==> src/design/line_io_params.svh <==
`ifndef LINE_IO_PARAMS_SVH
`define LINE_IO_PARAMS_SVH

// ----------------------------------------------------------------------------
// Register offsets (byte addresses)
// ----------------------------------------------------------------------------
`define LINE_OFF_INPUT 12'h358
`define LINE_OFF_LEVEL 12'h35c
`define LINE_OFF_ENABLE 12'h360

// ----------------------------------------------------------------------------
// Field layout and reset values
// ----------------------------------------------------------------------------
`define LINE_COUNT 20
`define LINE_FIELD_LSB 0
`define LINE_ENABLE_RESET 20'h00000
`define LINE_LEVEL_RESET 20'h00000
`define LINE_RDATA_RESET 32'h00000000

`endif

==> src/design/line_io_pkg.sv <==
package line_io_pkg;

    // Bus transfer progress of the register slave
    typedef enum logic [1:0] {
        PH_IDLE = 2'b00,
        PH_READY = 2'b01
    } bus_phase_type;

    // Register selected by a bus address
    typedef enum logic [1:0] {
        SEL_NONE = 2'b00,
        SEL_INPUT = 2'b01,
        SEL_LEVEL = 2'b10,
        SEL_ENABLE = 2'b11
    } reg_sel_type;

endpackage

==> src/design/line_drive_if.sv <==
`timescale 1ns/1ns
`default_nettype none

interface line_drive_if #(
    parameter int LINES = 20
);
    import line_io_pkg::*;

    logic wrStrobe;
    reg_sel_type wrSel;
    logic [31:0] wrData;
    logic [31:0] wrMask;
    logic [LINES-1:0] driveEnable;
    logic [LINES-1:0] driveLevel;

    modport ctrl (
        output wrStrobe,
        output wrSel,
        output wrData,
        output wrMask,
        input driveEnable,
        input driveLevel
    );

    modport store (
        input wrStrobe,
        input wrSel,
        input wrData,
        input wrMask,
        output driveEnable,
        output driveLevel
    );

endinterface

`default_nettype wire

==> src/design/digital_line_output_enable.sv <==
// Overview of operation
// - Enable bit n-1 controls line n; twenty lines, bits 19 down to 0.
// - Enable bit clear releases the line driver; set turns the driver on.
// - An enabled line is driven at its bit of the output-level register.
// - Every line receiver stays enabled whatever the driver state.
// - Every line level is readable at any time via the input register.
// - Enable bits are read/write and reset to zero, all drivers off.
// - Level bit matters only while enabled; zero drives the line low.
//
// The implementer's own choices: the APB slave port and the register offsets.
`timescale 1ns/1ns
`default_nettype none
`include "line_io_params.svh"

module digital_line_output_enable #(
    parameter int LINES = `LINE_COUNT,
    parameter int ADDR_W = 12
) (
    input wire logic clk,
    input wire logic reset,
    input wire logic psel,
    input wire logic penable,
    input wire logic pwrite,
    input wire logic [ADDR_W-1:0] paddr,
    input wire logic [31:0] pwdata,
    input wire logic [3:0] pstrb,
    output logic [31:0] prdata,
    output logic pready,
    output logic pslverr,
    input wire logic [LINES-1:0] lineIn,
    output logic [LINES-1:0] lineOut,
    output logic [LINES-1:0] lineOutEn
);
    import line_io_pkg::*;

    // ------------------------------------------------------------------------
    // Register map
    // ------------------------------------------------------------------------
    // Unmapped words answer with an error and read zero; the input word
    // ignores writes without an error, so a whole-bank write is harmless.
    localparam logic [ADDR_W-1:0] ADDR_INPUT = ADDR_W'(`LINE_OFF_INPUT);
    localparam logic [ADDR_W-1:0] ADDR_LEVEL = ADDR_W'(`LINE_OFF_LEVEL);
    localparam logic [ADDR_W-1:0] ADDR_ENABLE = ADDR_W'(`LINE_OFF_ENABLE);

    // ------------------------------------------------------------------------
    // State
    // ------------------------------------------------------------------------
    typedef struct packed {
        bus_phase_type phase;
        reg_sel_type sel;
        logic [31:0] rdata;
        logic slverr;
        logic [LINES-1:0] lineLevel;
    } top_state_type;

    top_state_type state_r;
    top_state_type state_nxt;

    line_drive_if #(.LINES(LINES)) drive ();

    logic setupPhase;
    logic accessDone;

    // ------------------------------------------------------------------------
    // Helpers
    // ------------------------------------------------------------------------
    function automatic reg_sel_type decode(input logic [ADDR_W-1:0] addr);
        logic [ADDR_W-1:0] a;
        a = addr;
        if (a == ADDR_INPUT) begin
            decode = SEL_INPUT;
        end else if (a == ADDR_LEVEL) begin
            decode = SEL_LEVEL;
        end else if (a == ADDR_ENABLE) begin
            decode = SEL_ENABLE;
        end else begin
            decode = SEL_NONE;
        end
    endfunction

    // Byte strobes to a bit mask
    function automatic logic [31:0] laneMask(input logic [3:0] strb);
        logic [31:0] m;
        m = 32'h00000000;
        for (int i = 0; i < 4; i++) begin
            if (strb[i]) begin
                m[i*8 +: 8] = 8'hff;
            end
        end
        laneMask = m;
    endfunction

    // Narrow line vector into the low bits of a word, upper bits zero
    function automatic logic [31:0] widen(input logic [LINES-1:0] v);
        logic [31:0] w;
        w = 32'h00000000;
        w[`LINE_FIELD_LSB +: LINES] = v;
        widen = w;
    endfunction

    // Read word of a register; the enable word reads its upper bits as zero
    function automatic logic [31:0] readBack(
        input reg_sel_type sel,
        input logic [LINES-1:0] pins,
        input logic [LINES-1:0] level,
        input logic [LINES-1:0] enable
    );
        logic [31:0] w;
        w = `LINE_RDATA_RESET;
        unique case (sel)
            SEL_INPUT: begin
                w = widen(pins);
            end
            SEL_LEVEL: begin
                w = widen(level);
            end
            SEL_ENABLE: begin
                w = widen(enable);
            end
            SEL_NONE: begin
                w = `LINE_RDATA_RESET;
            end
        endcase
        readBack = w;
    endfunction

    // Only the level and enable words hold state; other words drop writes
    function automatic logic writable(input reg_sel_type sel);
        writable = (sel == SEL_LEVEL) || (sel == SEL_ENABLE);
    endfunction

    // ------------------------------------------------------------------------
    // Bus slave
    // ------------------------------------------------------------------------
    // One wait-free access phase: the setup edge decodes and latches read
    // data, so prdata comes from a flop without costing an extra cycle.
    assign setupPhase = psel && !penable;
    assign pready = psel && penable && (state_r.phase == PH_READY);
    assign accessDone = pready;
    // Held from setup to the next setup, so a late sampler still sees it
    assign prdata = state_r.rdata;
    assign pslverr = pready && state_r.slverr;

    always_comb begin
        state_nxt = state_r;
        // Receivers are never gated; sampled every cycle
        state_nxt.lineLevel = lineIn;
        unique case (state_r.phase)
            PH_IDLE: begin
                if (setupPhase) begin
                    state_nxt.phase = PH_READY;
                    state_nxt.sel = decode(paddr);
                    state_nxt.slverr = (decode(paddr) == SEL_NONE);
                    state_nxt.rdata = `LINE_RDATA_RESET;
                    if (!pwrite) begin
                        // Driven lines read back their pin level too
                        state_nxt.rdata = readBack(decode(paddr), state_r.lineLevel,
                            drive.driveLevel, drive.driveEnable);
                    end
                end
            end
            PH_READY: begin
                if (accessDone) begin
                    state_nxt.phase = PH_IDLE;
                end else if (!psel) begin
                    // Master gave up mid-transfer; start over cleanly
                    state_nxt.phase = PH_IDLE;
                end
            end
            default: begin
                state_nxt.phase = PH_IDLE;
            end
        endcase
    end

    always_ff @(posedge clk or posedge reset) begin
        if (reset) begin
            state_r.phase <= PH_IDLE;
            state_r.sel <= SEL_NONE;
            state_r.rdata <= `LINE_RDATA_RESET;
            state_r.slverr <= 1'b0;
            state_r.lineLevel <= '0;
        end else begin
            state_r <= state_nxt;
        end
    end

    // ------------------------------------------------------------------------
    // Write path
    // ------------------------------------------------------------------------
    // Writes land only at the edge that completes the access phase; the
    // input register and unmapped words ignore them.
    assign drive.wrStrobe = accessDone && pwrite && writable(state_r.sel);
    assign drive.wrSel = state_r.sel;
    assign drive.wrData = pwdata;
    // Unstrobed lanes keep their stored bits
    assign drive.wrMask = laneMask(pstrb);

    // ------------------------------------------------------------------------
    // Register storage
    // ------------------------------------------------------------------------
    line_drive_regs #(
        .LINES(LINES)
    ) u_regs (
        .clk(clk),
        .reset(reset),
        .regs(drive.store)
    );

    // ------------------------------------------------------------------------
    // Line drivers
    // ------------------------------------------------------------------------
    // The input side is never gated, so a line that fights the far side
    // reads back the level it really has, not the one asked for.
    // Enable bit i is the driver of line i+1
    assign lineOutEn = drive.driveEnable;
    // Level is presented even when released; the enable alone gates the pin,
    // so lineOut of a disabled line still carries the stored level
    assign lineOut = drive.driveLevel;

endmodule

`default_nettype wire

==> src/design/line_drive_regs.sv <==
`timescale 1ns/1ns
`default_nettype none
`include "line_io_params.svh"

module line_drive_regs #(
    parameter int LINES = 20
) (
    input wire logic clk,
    input wire logic reset,
    line_drive_if.store regs
);
    import line_io_pkg::*;

    typedef struct packed {
        logic [LINES-1:0] enable;
        logic [LINES-1:0] level;
    } store_state_type;

    store_state_type state_r;
    store_state_type state_nxt;

    // ------------------------------------------------------------------------
    // Masked update of the two software registers
    // ------------------------------------------------------------------------
    function automatic logic [LINES-1:0] merge(
        input logic [LINES-1:0] old,
        input logic [31:0] data,
        input logic [31:0] mask
    );
        logic [LINES-1:0] d;
        logic [LINES-1:0] m;
        d = data[`LINE_FIELD_LSB +: LINES];
        m = mask[`LINE_FIELD_LSB +: LINES];
        merge = (old & ~m) | (d & m);
    endfunction

    always_comb begin
        state_nxt = state_r;
        if (regs.wrStrobe) begin
            // Bits above the last line are never stored, so they stay zero
            if (regs.wrSel == SEL_ENABLE) begin
                state_nxt.enable = merge(state_r.enable, regs.wrData, regs.wrMask);
            end
            if (regs.wrSel == SEL_LEVEL) begin
                state_nxt.level = merge(state_r.level, regs.wrData, regs.wrMask);
            end
        end
    end

    always_ff @(posedge clk or posedge reset) begin
        if (reset) begin
            state_r.enable <= LINES'(`LINE_ENABLE_RESET);
            state_r.level <= LINES'(`LINE_LEVEL_RESET);
        end else begin
            state_r <= state_nxt;
        end
    end

    assign regs.driveEnable = state_r.enable;
    assign regs.driveLevel = state_r.level;

endmodule

`default_nettype wire

==> config.mk <==
export PLATFORM = sky130hd
export DESIGN_NAME = digital_line_output_enable
export DESIGN_NICKNAME = d
export VERILOG_FILES = /design/src/design/line_io_pkg.sv /design/src/design/line_drive_if.sv /design/src/design/digital_line_output_enable.sv /design/src/design/line_drive_regs.sv
export VERILOG_INCLUDE_DIRS = /design/src /design/src/design
export SDC_FILE = /design/constraint.sdc
export NUM_CORES = 1
export LEC_CHECK = 0
export ABC_AREA = 1
export BUFFER_PORTS_ARGS = -buffer_cell sky130_fd_sc_hd__buf_2
export CORE_UTILIZATION = 55
export CTS_CLUSTER_SIZE = 24
export DETAILED_ROUTE_END_ITERATION = 10
export GPL_ROUTABILITY_DRIVEN = 0
export PLACE_DENSITY = 0.93
export SKIP_CTS_REPAIR_TIMING = 1
export SLEW_MARGIN = 10
export SYNTH_ARGS = -nofsm -noshare
export SYNTH_HDL_FRONTEND = slang
export SYNTH_HIERARCHICAL = 1
export SYNTH_SLANG_ARGS = --single-unit
==> constraint.sdc <==
create_clock -name clk -period 3.6 [get_ports clk]
set_clock_uncertainty 0.2 [all_clocks]
set_input_delay 0.9 -clock clk [delete_from_list [all_inputs] [get_ports clk]]
set_output_delay 0.9 -clock clk [all_outputs]
set_load 0.02 [all_outputs]
# [Word level (Yosys, flattened, before mapping)]
# Index checks and enable logic that the tools add are counted.
[totals] ff_bits=97 in_bits=73 out_inout_bits=74 word_cells=56
[classes] n_eq_ne=11 muxes=17 n_bitwise=6 n_reduce_logical=15
[ops] op="$pmux 32 s4" count=1
[ops] op="$and 20x20->20" count=3
[ops] op="$or 20x20->20" count=2
[ops] op="$mux 37" count=1
[ops] op="$eq 12x10->1 const B" count=3
[ops] op="$mux 32" count=1
[ops] op="$mux 2" count=10
[ops] op="$not 20->20" count=1
[ops] op="$mux 8" count=2
[ops] op="$eq 2x2->1 const B" count=4
[ops] op="$reduce_and 2->1" count=4
[ops] op="$logic_and 1x1->1" count=6
[ops] op="$logic_not 2->1" count=3
[ops] op="$eq 2x1->1 const B" count=2
[ops] op="$mux 4" count=1
[ops] op="$pmux 2 s2" count=1
[ops] op="$ne 3x3->1 const B" count=1
[ops] op="$ne 2x2->1 const B" count=1
[ops] op="$logic_not 1->1" count=1
[ops] op="$logic_or 1x1->1" count=1

# [Depth between registers and ports, before layout]
[logic_depth] depth_word=12 ltp_mapped=11 mapped_depth_nobuf=9

# [Cells and area by module]
# Netlist, hierarchy kept.
[modules_own_cells] module="digital_line_output_enable" instances=1 cells_each=349 area_per_inst_um2=2552.4 seq_area_each_um2=1101.1
[modules_own_cells] module="line_drive_regs" instances=1 cells_each=223 area_per_inst_um2=1903.1 seq_area_each_um2=1001.0

# [Worst setup path after synthesis]
# Ideal clock, no wire load.
[synth_path] kind="input -> output" start="input port penable" end="output port pslverr" arrival_ps=1290 t_required_ps=2500 path_slack_ps=1210 path_stages=2 n_path_buf=0 path_cell_list="nand3_1 -> nor2_1"
[synth_between] elab_chain_cells=3
[synth_rtl] element="start: declaration" line="digital_line_output_enable.sv:22" rtl="input wire logic penable,"
[synth_rtl] element="$logic_and 1x1->1 (2 in series)" line="digital_line_output_enable.sv:138" rtl="assign pready = psel && penable && (state_r.phase == PH_READY);"
[synth_rtl] element="$logic_and 1x1->1" line="digital_line_output_enable.sv:142" rtl="assign pslverr = pready && state_r.slverr;"
[synth_rtl] element="end: declaration" line="digital_line_output_enable.sv:29" rtl="output logic pslverr,"
# Every way passes these cells.

# [Worst setup path after layout]
# Same ends and word-level chain as after synthesis.

==> impl_metrics.csv <==
group,metric,value,unit
sta,min_period,2580,ps
critical_path,critPathMaxFanout,3,
logic_synthesis,ys_ff_latch,84,
grt,grt_use_total,29.1,%
finish,regArea,0.00210,mm²
sta,finalSetupViolations,0,
worst_hold_path,min_to,"prdata[16]",
flow_run,maxCapViolations,0,
grt,antenna_found_initial,0,
sta,rsz0062_at_grt,"no",
routing,drt_iter0_markers,420,
clocking,numCtsBuffers,9,
sta,worstMarginPinSlew,893,ps
floorplan,die_x,92.0,µm
critical_path,startpoint_type,"input pin",
power,p_switching,473,µW
floorplan,core,0.00777,mm²
worst_hold_path,hp-start,"prdata[16]",
critical_path,critPathArrivalTime,1480,ps
clocking,cts_tree,"yes",
finish,nets,729,
power,combinationalPowerShare,7.4,%
power,seqPwrFrac,52.4,%
status,status,"finished clean",
finish,multi_input_area,0.00173,mm²
routing,highest-signal-layer,"met4",
critical_path,crit_required,2500,ps
sta,slew_headroom,40.5,%
routing,drc_errors,0,
critical_path,crit_path_end_kind,"primary output",
power,power.total,1860,µW
logic_synthesis,syn_area,0.00446,mm²
sta,fin_crit_sh,71.6,%
finish,syn2layout_area_growth,13.3,%
logic_synthesis,seq_area_frac_synth,47.2,%
grt,grt_overflow,0,
finish,fillers,644,
worst_hold_path,hp-class,"register to register",
sta,slew_violations,0,
critical_path,r2r_start,"drive.wrSel[0]",
floorplan,die_h,92.0,µm
clocking,cts.sinks,84,
routing,viasPerCell,5.54,
clocking,root_buffer,"clkbuf_8",
grt,grt_max_degree,44,
critical_path,reg2reg_setup_slack,1180,ps
routing,postRouteAntennaNets,0,
logic_synthesis,ys_types,20,
grt,grt_pass1_vias,3916,
power,peakVddDrop,0.150,mV
placed_design,io_buffer_count,121,
floorplan,core.rowCount,32,
routing,routedWlPerCell,15.6,µm
routing,firstDrtPassIters,5,
floorplan,pin_count,147,
routing,route.met3.wl,1130,µm
sta,hold_violations,0,
finish,diodes,0,
clocking,clock_latency,360,ps
logic_synthesis,syn_area_per_cell,7.79,µm²
routing,routed-via-count,4224,
placed_design,dpl.hpwl,8030,µm
power,cellPowerDensity,369,mW/mm²
clocking,clockBufferDepth,2,
clocking,clk_pin_slew,90,ps
critical_path,cp-startpoint,"penable",
logic_synthesis,yosysWarnings,6,
clocking,h-tree-depth,3,
grt,grt_first_pass_wirelength,18900,µm
routing,wirelength,11900,µm
worst_hold_path,min_path_cells,2,
critical_path,r2r_cells,4,
logic_synthesis,syn_inst,572,
floorplan,start_util,57.4,%
sta,tns,0,ps
critical_path,regToRegEndpoint,"u_regs/regs.driveEnable[0]",
power,clock_power_share,40.2,%
sta,max_freq,388,MHz
finish,drive_above_1_share,23.4,%
power,power_switching_share,25.4,%
critical_path,crit_type,"input pin to primary output",
power,p_leak,0.00293,µW
routing,wl_met1,4800,µm
floorplan,die_area,0.00846,mm²
power,p_int,1390,µW
routing,wl_met2,5680,µm
## how the worst max path moves through the flow
stage | cells after the start | slack [ps] | endpoint
after floorplan | 2 | 1210 | pslverr
after global routing | 8 | 960 | prdata[15]
after detailed placement | 8 | 760 | prdata[15]
after global placement | 8 | 820 | prdata[3]
final | 4 | 1020 | pslverr
after CTS | 4 | 1050 | pslverr
## critical path, cell delays in order
cell     delay (ps)
buf_2           130
nand3_1         150
nor2_1          110
buf_2           190
## cells by family after synthesis
family                 after synthesis  synth area share (%)
buffers and inverters              123                  15.0
flip-flops                          84                  47.2
other                                1                0.0842
AO/OA/AOI/OAI                        2                 0.309
AND/OR/NAND/NOR                    362                  37.4
## metal layers
layer	vias up	track usage, %
met3	27	4.23
li1	1969	-
met2	274	46.9
met1	1954	39.3
met4	0	12.4
met5	-	0
## power groups by stage
stage / sequential [µW] / combinational, µW / clock (µW)
5_1_grt: 977 / 155 / 792
4_1_cts: 975 / 138 / 753
3_5_place_dp: 994 / 137 / 0
2_1_floorplan: 982 / 91.5 / 0
3_3_place_gp: 993 / 133 / 0
6_report: 976 / 138 / 749
## synth_stat cells, drive strengths merged
library cell	instances	area share, %
conb	1	0.084
clkbuf	2	0.17
nand4	40	5.6
dfrtp	84	47
nor3	2	0.48
nand2	179	15
clkinv	12	1.0
nor2	18	2.3
o22ai	1	0.14
nand3	123	14
inv	46	3.9
buf	63	10
o21a	1	0.17
## state kept, by name, indices dropped and copies added, names as in the netlist
register and flops:
drive.wrSel 2, prdata 20, state_r 22, u_regs/regs.driveEnable 20
u_regs/regs.driveLevel 20
## layout by cell type, fill, tap and decap left out, types with 3 or more instances in the layout
cell type / netlist / final
nor2_1: 12 / 11
nand4_1: 40 / 40
nor2_2: 2 / 3
inv_1: 44 / 44
clkinvlp_4: 0 / 3
buf_2: 22 / 121
nor2_4: 4 / 4
clkbuf_8: 0 / 9
dfrtp_1: 84 / 84
buf_4: 34 / 6
nand2_1: 177 / 177
clkinv_1: 12 / 12
nand3_1: 123 / 123
conb_1: 1 / 12
## per-stage QoR
stage	hold WS [ps]	instances	instance area (µm²)	utilization, %	worst slack, ps
finish	277	763	5050	65.0	1020
global route	297	763	5050	65.0	958
CTS	285	763	5050	65.0	1050
detailed placement	261	747	4830	62.1	758
global placement	260	747	4830	62.1	817
floorplan	250	583	4500	-	1210
## layout make-up
class	count	share of cell area (%)
timing repair buffer	127	12.9
inverter	58	4.31
clock inverter	7	1.98
multi-input combinational	376	34.2
sequential	84	41.6
clock buffer	9	2.45
tap	102	2.53
Power figures use the tool's default switching activity.
